<file path="src/rail_c_regs.svh">
// Register offsets, field positions, fixed values and constants
`ifndef RAIL_C_REGS_SVH
`define RAIL_C_REGS_SVH

// ----------------------------------------------------------------
// Register offsets
// ----------------------------------------------------------------
`define OFS_TRANSIENT_ZERO_DETECT 8'h35
`define OFS_RESERVED_FIXED_A      8'h36
`define OFS_RAMP_THRESHOLD        8'h37
`define OFS_ON_TIME_EXTENSION     8'h38
`define OFS_RAMP_UP_COMP          8'h39
`define OFS_QUICK_RESPONSE_WIDTH  8'h3a
`define OFS_OPTION_FLAGS          8'h3b
`define OFS_RESERVED_ONE          8'h3c
`define OFS_RESERVED_TWO          8'h3d
`define OFS_OFFSET_FIRST          8'h3e
`define OFS_OFFSET_THIRD          8'h40
`define OFS_ID_LOW                8'h41
`define OFS_ID_HIGH               8'h42
`define OFS_CHECKSUM              8'h43
`define STORED_REGS               12

// ----------------------------------------------------------------
// Writable masks and fixed (reserved) values
// ----------------------------------------------------------------
`define MASK_ALL                  8'hff
`define MASK_NONE                 8'h00
`define FIXED_RESERVED_A          8'h71
`define MASK_RAMP_THRESHOLD       8'h70
`define FIXED_RAMP_THRESHOLD      8'h02
`define MASK_ON_TIME_EXTENSION    8'h1f
`define MASK_RAMP_UP_COMP         8'h37
`define MASK_QUICK_RESPONSE       8'h03
`define FIXED_QUICK_RESPONSE      8'h20
`define MASK_OPTION_FLAGS         8'hb0
`define MASK_AMP_GAIN             8'h10

// ----------------------------------------------------------------
// Field positions
// ----------------------------------------------------------------
`define F_RATIO                   7:6
`define F_ZERO_LEVEL              5:0
`define F_RAMP_LEVEL              6:4
`define B_STRETCH_EN              4
`define F_RAISE_LEVEL             3:2
`define F_STRETCH_SEL             1:0
`define F_COMP_RANGE              5:4
`define F_COMP_LEVEL              2:0
`define F_QR_WIDTH                1:0
`define B_FLAT_LOADLINE           7
`define B_SOFT_START_OC           5
`define B_AMP_GAIN                4

// ----------------------------------------------------------------
// Checksum and telemetry
// ----------------------------------------------------------------
`define CRC_POLY                  8'h07
`define CRC_INIT                  8'h00
`define TELEMETRY_MAX             10'h3ff
`define DEFAULT_DEVICE_ADDR       7'h20
`define DEFAULT_CONFIG_ID         16'h5a5a

`endif

</file>
<file path="src/rail_c_pkg.sv">
// Types shared by the rail C register bank
package rail_c_pkg;

  typedef enum logic [6:0] {
    TGT_IDLE     = 7'b0000001,
    TGT_ADDR     = 7'b0000010,
    TGT_ACK      = 7'b0000100,
    TGT_WRITE    = 7'b0001000,
    TGT_READ     = 7'b0010000,
    TGT_READ_ACK = 7'b0100000,
    TGT_IGNORE   = 7'b1000000
  } target_state_e;

  typedef enum logic [1:0] {
    CRC_IDLE = 2'b01,
    CRC_RUN  = 2'b10
  } crc_state_e;

endpackage

</file>
<file path="src/crc_if.sv">
// Request and result signals between the bank and its checksum engine
`timescale 1ns/1ps
interface crc_if #(
  parameter int BYTES = 17
);
  logic               start;
  logic [BYTES*8-1:0] data;
  logic               busy;
  logic [7:0]         result;

  modport requester (output start, output data, input busy, input result);
  modport engine    (input start, input data, output busy, output result);
endinterface

</file>
<file path="src/crc8_engine.sv">
// Byte-serial CRC-8 over a fixed group of configuration bytes
`timescale 1ns/1ps
module crc8_engine
  import rail_c_pkg::*;
#(
  parameter int BYTES = 17
) (
  // Clock and reset
  input  wire logic clk_i,
  input  wire logic rst_n_i,
  // Request side
  crc_if.engine     crc
);
`include "rail_c_regs.svh"

  localparam int IW = $clog2(BYTES + 1);

  crc_state_e         state;
  crc_state_e         next_state;
  logic [IW-1:0]      idx;
  logic [IW-1:0]      next_idx;
  logic [7:0]         acc;
  logic [7:0]         next_acc;
  logic [7:0]         result;
  logic [7:0]         next_result;
  logic [BYTES*8-1:0] snap;
  logic [BYTES*8-1:0] next_snap;

  function automatic logic [7:0] crc_byte(input logic [7:0] c,
                                          input logic [7:0] d);
    logic [7:0] r;
    r = c ^ d;
    for (int b = 0; b < 8; b++) begin
      r = r[7] ? ((r << 1) ^ `CRC_POLY) : (r << 1);
    end
    return r;
  endfunction

  always_comb begin
    next_state  = state;
    next_idx    = idx;
    next_acc    = acc;
    next_result = result;
    next_snap   = snap;
    case (state)
      CRC_IDLE: begin
        if (crc.start) begin
          next_state = CRC_RUN;
          next_idx   = '0;
          next_acc   = `CRC_INIT;
          next_snap  = crc.data;
        end
      end
      CRC_RUN: begin
        // Lowest byte first; result replaced only when the walk ends
        next_acc  = crc_byte(acc, snap[7:0]);
        next_snap = snap >> 8;
        next_idx  = idx + 1'b1;
        if (idx == IW'(BYTES - 1)) begin
          next_result = crc_byte(acc, snap[7:0]);
          next_state  = CRC_IDLE;
        end
      end
      default: next_state = CRC_IDLE;
    endcase
  end

  always_ff @(posedge clk_i or negedge rst_n_i) begin
    if (!rst_n_i) begin
      state  <= CRC_IDLE;
      idx    <= '0;
      acc    <= `CRC_INIT;
      result <= `CRC_INIT;
      snap   <= '0;
    end else begin
      state  <= next_state;
      idx    <= next_idx;
      acc    <= next_acc;
      result <= next_result;
      snap   <= next_snap;
    end
  end

  assign crc.busy   = (state == CRC_RUN);
  assign crc.result = result;

endmodule // crc8_engine

</file>
<file path="src/rail_c_tuning_and_telemetry_regs.sv">
// Rail C tuning and telemetry register bank on a two-wire target port
`timescale 1ns/1ps
module rail_c_tuning_and_telemetry_regs
  import rail_c_pkg::*;
#(
  parameter logic [6:0]  DEVICE_ADDR  = `DEFAULT_DEVICE_ADDR,
  // Arbitrary neutral identifier value
  parameter logic [15:0] CONFIG_ID    = `DEFAULT_CONFIG_ID,
  parameter int          GROUP_BYTES  = 16,
  parameter int          ADC_WIDTH    = 10
) (
  // Clock and reset
  input  wire logic                   clk_i,
  input  wire logic                   rst_n_i,
  // Two-wire configuration port
  input  wire logic                   scl_i,
  input  wire logic                   sda_i,
  output logic                        sda_o,
  output logic                        sda_oe_o,
  // System status
  input  wire logic                   rail_running_i,
  input  wire logic                   nvm_restore_i,
  input  wire logic [GROUP_BYTES*8-1:0] group_one_i,
  // Current telemetry
  input  wire logic [3*ADC_WIDTH-1:0] adc_current_i,
  output logic      [3*ADC_WIDTH-1:0] current_report_o,
  // Rail C settings
  output logic [1:0]                  transient_target_ratio_o,
  output logic [5:0]                  zero_current_level_o,
  output logic [2:0]                  adaptive_ramp_level_o,
  output logic                        on_time_stretch_enable_o,
  output logic [1:0]                  on_time_raise_level_o,
  output logic [1:0]                  on_time_stretch_select_o,
  output logic [1:0]                  ramp_up_compensation_range_o,
  output logic [2:0]                  ramp_up_compensation_level_o,
  output logic [1:0]                  quick_response_width_o,
  output logic                        flat_loadline_enable_o,
  output logic                        soft_start_overcurrent_enable_o,
  output logic                        amplifier_gain_select_o,
  output logic [7:0]                  fixed_group_checksum_o
);
`include "rail_c_regs.svh"

  localparam int NREG = `STORED_REGS;

  // ----------------------------------------------------------------
  // State
  // ----------------------------------------------------------------
  target_state_e    state;
  target_state_e    next_state;
  logic             scl_q;
  logic             sda_q;
  logic [7:0]       shift;
  logic [7:0]       next_shift;
  logic [3:0]       bits;
  logic [3:0]       next_bits;
  logic [7:0]       ptr;
  logic [7:0]       next_ptr;
  logic             ptr_set;
  logic             next_ptr_set;
  logic             rd_mode;
  logic             next_rd_mode;
  logic             drive_low;
  logic             next_drive_low;
  logic [7:0]       rf [NREG];
  logic [7:0]       next_rf [NREG];
  logic             power_on;
  logic             next_power_on;

  logic             scl_rise;
  logic             scl_fall;
  logic             start_seen;
  logic             stop_seen;

  crc_if #(.BYTES(GROUP_BYTES + 1)) crc ();

  // ----------------------------------------------------------------
  // Address decoding
  // ----------------------------------------------------------------
  function automatic logic [7:0] write_mask(input logic [7:0] a,
                                            input logic       lock);
    logic [7:0] m;
    m = `MASK_NONE;
    if (a == `OFS_TRANSIENT_ZERO_DETECT) begin
      m = `MASK_ALL;
    end else if (a == `OFS_RAMP_THRESHOLD) begin
      m = `MASK_RAMP_THRESHOLD;
    end else if (a == `OFS_ON_TIME_EXTENSION) begin
      m = `MASK_ON_TIME_EXTENSION;
    end else if (a == `OFS_RAMP_UP_COMP) begin
      m = `MASK_RAMP_UP_COMP;
    end else if (a == `OFS_QUICK_RESPONSE_WIDTH) begin
      m = `MASK_QUICK_RESPONSE;
    end else if (a == `OFS_OPTION_FLAGS) begin
      m = lock ? (`MASK_OPTION_FLAGS & ~`MASK_AMP_GAIN)
               : `MASK_OPTION_FLAGS;
    end else if (a >= `OFS_OFFSET_FIRST && a <= `OFS_OFFSET_THIRD) begin
      m = `MASK_ALL;
    end
    return m;
  endfunction

  function automatic logic [7:0] read_value(input logic [7:0] a,
                                            input logic [7:0] stored,
                                            input logic [7:0] sum);
    logic [7:0] v;
    v = 8'h00;
    if (a >= `OFS_TRANSIENT_ZERO_DETECT && a <= `OFS_OFFSET_THIRD) begin
      v = stored;
    end else if (a == `OFS_ID_LOW) begin
      v = CONFIG_ID[7:0];
    end else if (a == `OFS_ID_HIGH) begin
      v = CONFIG_ID[15:8];
    end else if (a == `OFS_CHECKSUM) begin
      v = sum;
    end
    return v;
  endfunction

  function automatic logic [3:0] reg_index(input logic [7:0] a);
    logic [7:0] d;
    d = a - `OFS_TRANSIENT_ZERO_DETECT;
    return d[3:0];
  endfunction

  // ----------------------------------------------------------------
  // Target port and register file
  // ----------------------------------------------------------------
  assign scl_rise   = scl_i & ~scl_q;
  assign scl_fall   = ~scl_i & scl_q;
  assign start_seen = scl_i & scl_q & sda_q & ~sda_i;
  assign stop_seen  = scl_i & scl_q & ~sda_q & sda_i;

  always_comb begin
    logic [7:0] m;
    logic [3:0] ix;
    m              = 8'h00;
    ix             = 4'h0;
    next_state     = state;
    next_shift     = shift;
    next_bits      = bits;
    next_ptr       = ptr;
    next_ptr_set   = ptr_set;
    next_rd_mode   = rd_mode;
    next_drive_low = drive_low;
    next_rf        = rf;
    if (start_seen) begin
      next_state     = TGT_ADDR;
      next_bits      = 4'h0;
      next_ptr_set   = 1'b0;
      next_drive_low = 1'b0;
    end else if (stop_seen) begin
      next_state     = TGT_IDLE;
      next_drive_low = 1'b0;
    end else begin
      case (state)
        TGT_ADDR, TGT_WRITE: begin
          if (scl_rise) begin
            next_shift = {shift[6:0], sda_i};
            next_bits  = bits + 4'h1;
          end else if (scl_fall && bits == 4'h8) begin
            next_bits = 4'h0;
            if (state == TGT_ADDR) begin
              if (shift[7:1] == DEVICE_ADDR) begin
                next_rd_mode   = shift[0];
                next_drive_low = 1'b1;
                next_state     = TGT_ACK;
              end else begin
                next_state = TGT_IGNORE;
              end
            end else begin
              next_drive_low = 1'b1;
              next_state     = TGT_ACK;
              next_rd_mode   = 1'b0;
              if (!ptr_set) begin
                next_ptr     = shift;
                next_ptr_set = 1'b1;
              end else begin
                m  = write_mask(ptr, rail_running_i);
                ix = reg_index(ptr);
                if (m != `MASK_NONE) begin
                  next_rf[ix] = (rf[ix] & ~m) | (shift & m);
                end
                next_ptr = ptr + 8'h01;
              end
            end
          end
        end
        TGT_ACK: begin
          if (scl_fall) begin
            if (rd_mode) begin
              ix             = reg_index(ptr);
              next_shift     = read_value(ptr, rf[ix], crc.result);
              next_drive_low = ~next_shift[7];
              next_bits      = 4'h0;
              next_state     = TGT_READ;
            end else begin
              next_drive_low = 1'b0;
              next_state     = TGT_WRITE;
            end
          end
        end
        TGT_READ: begin
          if (scl_rise) begin
            next_bits = bits + 4'h1;
          end else if (scl_fall) begin
            if (bits == 4'h8) begin
              next_drive_low = 1'b0;
              next_ptr       = ptr + 8'h01;
              next_state     = TGT_READ_ACK;
            end else begin
              next_shift     = {shift[6:0], 1'b0};
              next_drive_low = ~shift[6];
            end
          end
        end
        TGT_READ_ACK: begin
          // Host acknowledge keeps the burst going, otherwise release
          if (scl_rise) begin
            next_state = sda_i ? TGT_IGNORE : TGT_ACK;
          end
        end
        default: begin
          next_drive_low = 1'b0;
        end
      endcase
    end
  end

  always_ff @(posedge clk_i or negedge rst_n_i) begin
    if (!rst_n_i) begin
      state     <= TGT_IDLE;
      scl_q     <= 1'b1;
      sda_q     <= 1'b1;
      shift     <= 8'h00;
      bits      <= 4'h0;
      ptr       <= 8'h00;
      ptr_set   <= 1'b0;
      rd_mode   <= 1'b0;
      drive_low <= 1'b0;
      for (int i = 0; i < NREG; i++) begin
        rf[i] <= 8'h00;
      end
      rf[1] <= `FIXED_RESERVED_A;
      rf[2] <= `FIXED_RAMP_THRESHOLD;
      rf[5] <= `FIXED_QUICK_RESPONSE;
    end else begin
      state     <= next_state;
      scl_q     <= scl_i;
      sda_q     <= sda_i;
      shift     <= next_shift;
      bits      <= next_bits;
      ptr       <= next_ptr;
      ptr_set   <= next_ptr_set;
      rd_mode   <= next_rd_mode;
      drive_low <= next_drive_low;
      rf        <= next_rf;
    end
  end

  assign sda_o    = 1'b0;
  assign sda_oe_o = drive_low;

  // ----------------------------------------------------------------
  // Checksum refresh
  // ----------------------------------------------------------------
  always_comb begin
    next_power_on = power_on & crc.busy;
  end

  always_ff @(posedge clk_i or negedge rst_n_i) begin
    if (!rst_n_i) begin
      power_on <= 1'b1;
    end else begin
      power_on <= next_power_on;
    end
  end

  // The gain bit is the only fixed-group setting held here
  assign crc.start = (power_on | nvm_restore_i) & ~crc.busy;
  assign crc.data  = {rf[6] & `MASK_AMP_GAIN, group_one_i};

  crc8_engine #(
    .BYTES (GROUP_BYTES + 1)
  ) u_crc (
    .clk_i   (clk_i),
    .rst_n_i (rst_n_i),
    .crc     (crc.engine)
  );

  assign fixed_group_checksum_o = crc.result;

  // ----------------------------------------------------------------
  // Field outputs
  // ----------------------------------------------------------------
  assign transient_target_ratio_o        = rf[0][`F_RATIO];
  assign zero_current_level_o            = rf[0][`F_ZERO_LEVEL];
  assign adaptive_ramp_level_o           = rf[2][`F_RAMP_LEVEL];
  assign on_time_stretch_enable_o        = rf[3][`B_STRETCH_EN];
  assign on_time_stretch_select_o        = rf[3][`F_STRETCH_SEL];
  assign on_time_raise_level_o           = rf[3][`F_RAISE_LEVEL];
  assign ramp_up_compensation_range_o    = rf[4][`F_COMP_RANGE];
  assign ramp_up_compensation_level_o    = rf[4][`F_COMP_LEVEL];
  assign quick_response_width_o          = rf[5][`F_QR_WIDTH];
  assign flat_loadline_enable_o          = rf[6][`B_FLAT_LOADLINE];
  assign soft_start_overcurrent_enable_o = rf[6][`B_SOFT_START_OC];
  assign amplifier_gain_select_o         = rf[6][`B_AMP_GAIN];

  // ----------------------------------------------------------------
  // Current telemetry
  // ----------------------------------------------------------------
  function automatic logic [ADC_WIDTH-1:0] offset_code(
      input logic [ADC_WIDTH-1:0] adc, input logic [7:0] ofs);
    logic signed [ADC_WIDTH+1:0] d;
    d = $signed({2'b00, adc}) - $signed({{(ADC_WIDTH-6){ofs[7]}}, ofs});
    if (d < 0) begin
      return '0;
    end else if (d > $signed({2'b00, `TELEMETRY_MAX})) begin
      return `TELEMETRY_MAX;
    end
    return d[ADC_WIDTH-1:0];
  endfunction

  for (genvar g = 0; g < 3; g++) begin : g_rail
    logic [ADC_WIDTH-1:0] report;
    logic [ADC_WIDTH-1:0] next_report;
    always_comb begin
      next_report = offset_code(adc_current_i[g*ADC_WIDTH +: ADC_WIDTH],
                                rf[9+g]);
    end
    always_ff @(posedge clk_i or negedge rst_n_i) begin
      if (!rst_n_i) begin
        report <= '0;
      end else begin
        report <= next_report;
      end
    end
    assign current_report_o[g*ADC_WIDTH +: ADC_WIDTH] = report;
  end

endmodule // rail_c_tuning_and_telemetry_regs

</file>
<file path="config.mk">
export PLATFORM = sky130hd
export DESIGN_NAME = rail_c_tuning_and_telemetry_regs
export DESIGN_NICKNAME = d
export VERILOG_FILES = /design/src/rail_c_pkg.sv /design/src/crc_if.sv /design/src/crc8_engine.sv /design/src/rail_c_tuning_and_telemetry_regs.sv
export VERILOG_INCLUDE_DIRS = /design/src /design/src/src
export SDC_FILE = /design/constraint.sdc
export NUM_CORES = 1
export LEC_CHECK = 0
export ABC_AREA = 1
export BUFFER_PORTS_ARGS = -buffer_cell sky130_fd_sc_hd__buf_2
export CAP_MARGIN = 10
export CORE_AREA = 3 3 166 185
export CTS_BUF_LIST = sky130_fd_sc_hd__clkbuf_2
export DETAILED_ROUTE_END_ITERATION = 10
export DIE_AREA = 0 0 169 188
export GPL_ROUTABILITY_DRIVEN = 0
export GPL_TIMING_DRIVEN = 1
export PLACE_DENSITY = 0.8
export SLEW_MARGIN = 15
export SYNTH_ARGS = -nofsm -noshare
export SYNTH_HDL_FRONTEND = slang
export SYNTH_SLANG_ARGS = --single-unit
export TNS_END_PERCENT = 100
</file>
<file path="constraint.sdc">
create_clock -name clk_i -period 8.4 [get_ports clk_i]
set_input_delay 1.26 -clock clk_i [delete_from_list [all_inputs] [get_ports clk_i]]
set_output_delay 1.26 -clock clk_i [all_outputs]
set_load 0.05 [all_outputs]
</file>
==> summary.txt, run 1 <==
Maximum number of buffers from clock root to sink: 3
Vias in the first global route: 14,800
Maxcap violations: 0
Post-CTS Repair Setup Buffers: 0
Router iterations before antenna repair: 5
Number of setup violations in the final report: 0
Most common flop cell mapped by yosys: sky130_fd_sc_hd__dfrtp_1
Fin Setup TNS: 0 ps
Core Rows: 66
Ratio of cells with drive above 1 in the final layout: 0.182
TritonCTS clock tree: yes
Power Total: 5610 uW
Clock transition at path regs: 110 ps
TritonCTS Buffers: 81
Die Span Y: 188 um
Total routed wirelength: 43.0 mm
Overflow left after global routing: 0
Sequential fraction of design power: 0.387
H-Tree Level Count: 3
Antenna Violating Nets Remaining: 0
Transition time of the tightest slew-check pin: 1280 ps
Global router's overall resource usage: 0.267
Post-synthesis instance area: 0.0167 mm^2
Core area: 0.0292 mm^2
Avg WL per Cell: 15.5 um
Cell at the root of the clock tree: sky130_fd_sc_hd__clkbuf_2
Kind of launch point of the worst setup path: register
Clk pwr share: 0.185
Sinks on Clock Net: 311
Status: completed
Slew Limit Headroom: 0.141
Unrepaired setup endpoints after global routing: no
Critical path start-end classification: reg2reg
Num ports: 230
Synth Net Count: 2,333
Overall die area: 0.0318 mm^2
Avg Inst Size Synth: 7.87 um^2
Initial core utilization: 0.573
Count of distinct cell types in the synthesized netlist: 52
Leading cell type in the layout, fill and taps excluded: sky130_fd_sc_hd__nand2_1
Worst Path Required: 9160 ps
Fraction of the yosys area taken by sequential cells: 0.467
Leakage power total: 0.00946 uW
Achievable clock frequency: 239 MHz
Net Sw Power: 2530 uW
Count of warnings emitted by yosys: 0
Ratio of total power to cell area: 302 mW/mm^2
Worst setup slack before clock tree synthesis: 4110 ps
Syn Inst Count: 2,124
Final WS setup: 4210 ps
FF/Latch Area: 0.00780 mm^2
Fin crit period: 4190 ps
Insertion delay to the later sink of the worst-skew pair: 920 ps
Largest voltage drop on the vdd net: 0.000231 V
Hold violation total from the final report: 0
Number of synthesized flops with an enable pin: 0
Setup skew after layout: 96.6 ps
Area Growth Syn to Fin: 11.2%
Number of antenna violations at the first check in global routing: 7
Hold-fix buffers, CTS: 0
Tcrit/Tclk final: 0.499
Count of pins over their slew limit: 0
Placed wire-length estimate after detailed placement: 29.8 mm
Port-buffer cells: 228
Min-delay worst type: in2async
Arr. time, crit path: 4950 ps
Fraction of power consumed by combinational cells: 0.427
Maximum number of pins on one net before global-route repair: 199
Via count normalized by instance count: 5.49
Area taken by multi-input logic gates: 0.00769 mm^2
Switching fraction of total power: 0.451
Cell internal power dissipation: 3070 uW
Vias: 15,200
Global-route wire length before repair: 70.4 mm
Final routed DRC violation total: 0
Number of fillers in the final layout: 2,526
Most frequent cells in the layout: sky130_fd_sc_hd__nand2_1 (645), sky130_fd_sc_hd__dfrtp_1 (300), sky130_fd_sc_hd__nor2_1 (247)
Worst-path fanout max: 55
Count of cells resized by post-cts repair: 0
Critical path capture point type: register
Number of nets in the layout: 2,543
Drt initial violations: 1,213
FFs w/ async S/R, synth: 1.00
Die width: 169 um
Number of register bits inferred by synthesis: 311
[area by class of cell]
type / count / area share
antenna: 4 / 0.000539
clock buffer: 122 / 0.0329
timing repair buffer: 240 / 0.0677
multi-input combinational: 1529 / 0.414
sequential: 311 / 0.419
inverter: 171 / 0.0345
tap: 374 / 0.0252
clock inverter: 17 / 0.00592
[synthesized netlist by cell type, drive strengths merged, types with 35 or more instances]
cell / number / area, um^2
nand3: 90 / 558
a31oi: 59 / 369
buf: 57 / 383
o22ai: 35 / 219
ha: 42 / 526
inv: 169 / 634
dfrtp: 300 / 7510
nor2: 267 / 1070
o21ai: 125 / 629
clkbuf: 56 / 210
a21oi: 95 / 483
nand2: 652 / 2470
[worst max-delay path, cell delays in order, from the launching register on]
cell and delay [ps]:
sky130_fd_sc_hd__dfrtp_1 370, sky130_fd_sc_hd__buf_4 280, sky130_fd_sc_hd__inv_1 380, sky130_fd_sc_hd__buf_4 450, sky130_fd_sc_hd__ha_1 620, sky130_fd_sc_hd__nor2_1 80, sky130_fd_sc_hd__nor2_1 110, sky130_fd_sc_hd__nand2_1 70
sky130_fd_sc_hd__nand2_1 150, sky130_fd_sc_hd__inv_1 90, sky130_fd_sc_hd__nand3_1 90, sky130_fd_sc_hd__nor2_1 70, sky130_fd_sc_hd__nor2_4 580, sky130_fd_sc_hd__nand3_1 460, sky130_fd_sc_hd__nand2_1 170, sky130_fd_sc_hd__nand2_1 70
[per-stage QoR]
stage | util | instances | instance area, um^2 | hold WS, ps
after CTS | 0.637 | 2764 | 18600 | 387
after global routing | 0.637 | 2767 | 18600 | 425
after global placement | 0.612 | 2625 | 17900 | 438
after floorplan | - | 2124 | 16700 | 424
after detailed placement | 0.612 | 2625 | 17900 | 443
final | 0.638 | 2768 | 18600 | 449
[sequential cells by signal (all words and copies together), names as in the netlist, 4 cells and up]
register,cells
rf,70
u_crc.crc.result,8
u_crc.snap,129
ptr,8
bits,4
g_rail.report,30
zero_current_level_o,6
u_crc.acc,8
u_crc.idx,5
shift,8
state,7
[power groups by stage]
stage	Combinational, uW	Clock (uW)	Sequential (uW)
after floorplan	1740	0	2240
after detailed placement	2380	0	2190
final	2400	1040	2170
after CTS	2390	1070	2170
after global placement	2300	0	2180
after global routing	2690	1150	2210
[routing by layer]
| metal | part of all wire | vias to the layer above | routed length (um) | global-route usage |
|---|---|---|---|---|
| li1 | - | 7373 | - | - |
| met1 | 0.39 | 7013 | 16800 | 0.328 |
| met2 | 0.48 | 655 | 20600 | 0.435 |
| met3 | 0.086 | 144 | 3700 | 0.0729 |
| met4 | 0.045 | 10 | 1910 | 0.132 |
| met5 | 0.0011 | - | 49 | 0 |
[path summary, 6_finish.rpt]
kind	from	endpoint	slack [ps]	cells past startpoint
worst min-delay path	rst_n_i	u_crc.snap[32]	450	1
worst max register to register	ptr[0]	rf[23]	4210	15
min in group clk_i	power_on	power_on	460	2
worst min register to register	power_on	power_on	460	2
worst max-delay path	ptr[0]	rf[23]	4210	15
max in group asynchronous	rst_n_i	u_crc.snap[13]	6390	2
[cell families (layout without fill, tap and decap cells)]
| group | count (synthesis) | after routing | synth area share |
|---|---|---|---|
| compound gates | 378 | 378 | 0.132 |
| mux | 4 | 4 | 0.00240 |
| other cells | 1 | 5 | 0.000224 |
| simple gates | 1052 | 1052 | 0.263 |
| xor+xnor | 49 | 49 | 0.0268 |
| fa+ha+maj | 45 | 45 | 0.0350 |
| flops | 311 | 311 | 0.467 |
| buf+inv | 284 | 550 | 0.0739 |
(Power assumes the default switching activity.)
==> inputs of run 2 (changes only) <==
- CORE_AREA: 3 3 166 185 -> 3 3 172 191
- DIE_AREA: 0 0 169 188 -> 0 0 175 194
- PLACE_DENSITY: 0.8 -> 0.78
- clock period: 8.4 -> 3.6 ns (I/O delays scaled with it)
==> run 2 against run 1 <==
Net effect: cell area is 8.7% higher; flip-flop and latch count unchanged; first-iteration DRC count increased by 13%; clock-buffer cell count fell by 10; clock skew decreased by 12 ps; worst hold slack got worse by 360 ps; global-route usage up 1.9 points; clock power rose to 2.5 times the previous value; routed wire length up 14%; combinational power grew 150%.
==> summary.txt, run 2 (synthesized netlist as in run 1, its figures left out) <==
Ratio of cells with drive above 1 in the final layout: 0.175 (was 0.182)
Critical R2R Launch: ptr[0] (unchanged)
Vias: 16,300 (was 15,200)
Min-delay worst type: in2reg (was in2async)
Number of fillers in the final layout: 2,551 (was 2,526)
Sequential fraction of design power: 0.373 (was 0.387)
Dpl cells: 2,689 (was 2,625)
Worst path bufs/invs: 3 (was 4)
Register-to-register setup slack: 600 ps (was 4210 ps)
Count of pins over their slew limit: 0 (unchanged)
TritonCTS Buffers: 83 (was 81)
Antenna Violating Nets Remaining: 0 (unchanged)
Worst-path fanout max: 18 (was 55)
Final routed DRC violation total: 0 (unchanged)
Number of setup violations in the final report: 0 (unchanged)
Net Sw Power: 6170 uW (was 2530 uW)
Slew Limit Headroom: 0.380 (was 0.141)
Insertion delay to the later sink of the worst-skew pair: 880 ps (was 920 ps)
Avg WL per Cell: 16.5 um (was 15.5 um)
Cell depth of the worst min-delay path: 4
Maxcap violations: 0 (unchanged)
Core area: 0.0311 mm^2 (was 0.0292 mm^2)
Series of cell instances along the critical path: inv_1 > buf_4 > ha_1 > nor2_1 > nor2_1 > nand2_1 > nand2_1 > inv_1 > nand3_1 > nor2_1 > nor2_4 > nand3_1 > nand2_1 > nand2_1 (was buf_4 > inv_1 > buf_4 > ha_1 > nor2_1 > nor2_1 > nand2_1 > nand2_1 > inv_1 > nand3_1 > nor2_1 > nor2_4 > nand3_1 > nand2_1 > nand2_1)
Register ranked first by flip-flop count: u_crc.snap (unchanged)
Worst reg2reg path endpoint: rf[33] (was rf[23])
Total routed wirelength: 49.1 mm (was 43.0 mm)
Global router's overall resource usage: 0.286 (was 0.267)
Cell Count, Final, Fillers Out: 2,968 (was 2,768)
Number of antenna violations at the first check in global routing: 3 (was 7)
TritonCTS clock tree: yes (unchanged)
Setup skew after layout: 84.8 ps (was 96.6 ps)
Arr. time, crit path: 3710 ps (was 4950 ps)
Maximum number of pins on one net before global-route repair: 122 (was 199)
Family of cells with the greatest summed delay on the critical path: simple AND/OR/NAND/NOR gates (unchanged)
Overflow left after global routing: 0 (unchanged)
Port-buffer cells: 228 (unchanged)
Router iterations before antenna repair: 6 (was 5)
Largest registers ranked by flip-flop count: u_crc.snap: 129 flops, rf: 70 flops, g_rail.report: 30 flops (unchanged)
Clk pwr share: 0.193 (was 0.185)
Initial core utilization: 0.537 (was 0.573)
Number of flip-flops in the largest register: 129 (unchanged)
Vias in the first global route: 16,400 (was 14,800)
Dominant cell type by count on the critical path: sky130_fd_sc_hd__nand2_1 (unchanged)
Global-route wire length before repair: 80.3 mm (was 70.4 mm)
Worst Path Required: 4310 ps (was 9160 ps)
Die Span Y: 194 um (was 188 um)
Achievable clock frequency: 333 MHz (was 239 MHz)
Unrepaired setup endpoints after global routing: no (unchanged)
Leakage power total: 0.0101 uW (was 0.00946 uW)
Critical path start-end classification: reg2reg (unchanged)
Path depth of the worst reg2reg path: 14 (was 15)
Fin crit period: 3000 ps (was 4190 ps)
Tcrit/Tclk final: 0.834 (was 0.499)
Switching fraction of total power: 0.451 (about the same)
Number of nets in the layout: 2,696 (was 2,543)
Kind of launch point of the worst setup path: register (unchanged)
Die width: 175 um (was 169 um)
Area Growth Syn to Fin: 21.0% (was 11.2%)
Core Rows: 68 (was 66)
Min-Delay Endpoint: g_rail[0].report[0]
Clock transition at path regs: 100 ps (was 110 ps)
Drt initial violations: 1,369 (was 1,213)
Fin Setup TNS: 0 ps (unchanged)
Num ports: 230 (unchanged)
Placed wire-length estimate after detailed placement: 31.4 mm (was 29.8 mm)
Leading cell type in the layout, fill and taps excluded: sky130_fd_sc_hd__nand2_1 (unchanged)
Count of cells resized by post-cts repair: 0 (unchanged)
H-Tree Level Count: 3 (unchanged)
Transition time of the tightest slew-check pin: 930 ps (was 1280 ps)
Overall die area: 0.0340 mm^2 (was 0.0318 mm^2)
Largest voltage drop on the vdd net: 0.000577 V (was 0.000231 V)
Hold path startpoint: adc_current_i[0]
Via count normalized by instance count: 5.50 (was 5.49)
Hold violation total from the final report: 0 (unchanged)
Cell at the root of the clock tree: sky130_fd_sc_hd__clkbuf_2 (unchanged)
Final Util: 0.649 (was 0.638)
Status: completed (unchanged)
Ratio of total power to cell area: 677 mW/mm^2 (was 302 mW/mm^2)
Sinks on Clock Net: 311 (unchanged)
Critical path capture point type: register (unchanged)
Fraction of power consumed by combinational cells: 0.434 (was 0.427)
CP max stage cell: sky130_fd_sc_hd__dfrtp_1 (was sky130_fd_sc_hd__ha_1)
Most frequent cells in the layout: sky130_fd_sc_hd__nand2_1 (645), sky130_fd_sc_hd__dfrtp_1 (300), sky130_fd_sc_hd__nor2_1 (247) (unchanged)
Peak per-stage delay on the critical path: 470 ps (was 620 ps)
Cell internal power dissipation: 7520 uW (was 3070 uW)
Maximum number of buffers from clock root to sink: 3 (unchanged)
run 2: cell count changes in the layout (fill, tap and decap cells not counted), moves of 3 or more:
cell                            before  now
sky130_fd_sc_hd__dlygate4sd3_1       0  133
sky130_fd_sc_hd__clkinv_1           11   22
sky130_fd_sc_hd__clkbuf_2          122  112
sky130_fd_sc_hd__buf_4              10   26
sky130_fd_sc_hd__clkinv_2            1    5
sky130_fd_sc_hd__bufinv_16           1    4
run 2: repair_timing:
item	4_1_cts	5_1_grt
hold endpoints to repair	239	0
hold buffers	133	0
setup buffers	0	0
run 2: cell type report:
type | count | area (um^2) | area share
multi-input combinational | 1529 | 7690 | 0.381
inverter | 171 | 642 | 0.0318
timing repair buffer | 391 | 2750 | 0.136
antenna | 2 | 5.00 | 0.000248
clock inverter | 32 | 240 | 0.0119
tap | 420 | 526 | 0.0260
sequential | 311 | 7800 | 0.386
clock buffer | 112 | 561 | 0.0277
run 2: stage by stage:
step,hold WS (ps),instance area [um^2],total power (uW),setup slack (ps)
floorplan,244,16700,9290,959
global placement,433,18100,10600,787
detailed placement,433,18100,10800,660
CTS,3.78,20200,13500,666
global route,39.1,20200,14700,348
finish,93.5,20200,13700,597
run 2: worst max-delay path by stage:
| stage | start | endpoint | slack (ps) | depth (start not counted) |
|---|---|---|---|---|
| finish | ptr[0] | rf[33] | 600 | 14 |
| global route | ptr[0] | rf[36] | 350 | 14 |
| CTS | ptr[0] | rf[33] | 670 | 14 |
| detailed placement | ptr[0] | rf[39] | 660 | 14 |
| global placement | ptr[0] | rf[37] | 790 | 14 |
| floorplan | ptr[0] | rf[26] | 960 | 16 |
run 2: per-layer routing:
layer,wire length [um],vias up,share of wire,track usage
met2,24100,858,0.49,0.488
met4,2200,2,0.045,0.142
met5,13,-,0.00026,0
met1,18500,7651,0.38,0.338
li1,-,7661,-,-
met3,4260,166,0.087,0.0685
run 2: worst register-to-register path: stages, from the launching register on:
cell and delay [ps]:
sky130_fd_sc_hd__dfrtp_1 470, sky130_fd_sc_hd__inv_1 150, sky130_fd_sc_hd__buf_4 240, sky130_fd_sc_hd__ha_1 290, sky130_fd_sc_hd__nor2_1 70, sky130_fd_sc_hd__nor2_1 150, sky130_fd_sc_hd__nand2_1 90, sky130_fd_sc_hd__nand2_1 160
sky130_fd_sc_hd__inv_1 100, sky130_fd_sc_hd__nand3_1 80, sky130_fd_sc_hd__nor2_1 60, sky130_fd_sc_hd__nor2_4 390, sky130_fd_sc_hd__nand3_1 420, sky130_fd_sc_hd__nand2_1 170, sky130_fd_sc_hd__nand2_1 60
run 2: power groups by stage:
stage | sequential [uW] | combinational, uW | clock [uW]
global route | 5200 | 6600 | 2910
detailed placement | 5130 | 5650 | 0
CTS | 5060 | 5790 | 2690
finish | 5100 | 5940 | 2650
global placement | 5100 | 5500 | 0
floorplan | 5220 | 4070 | 0
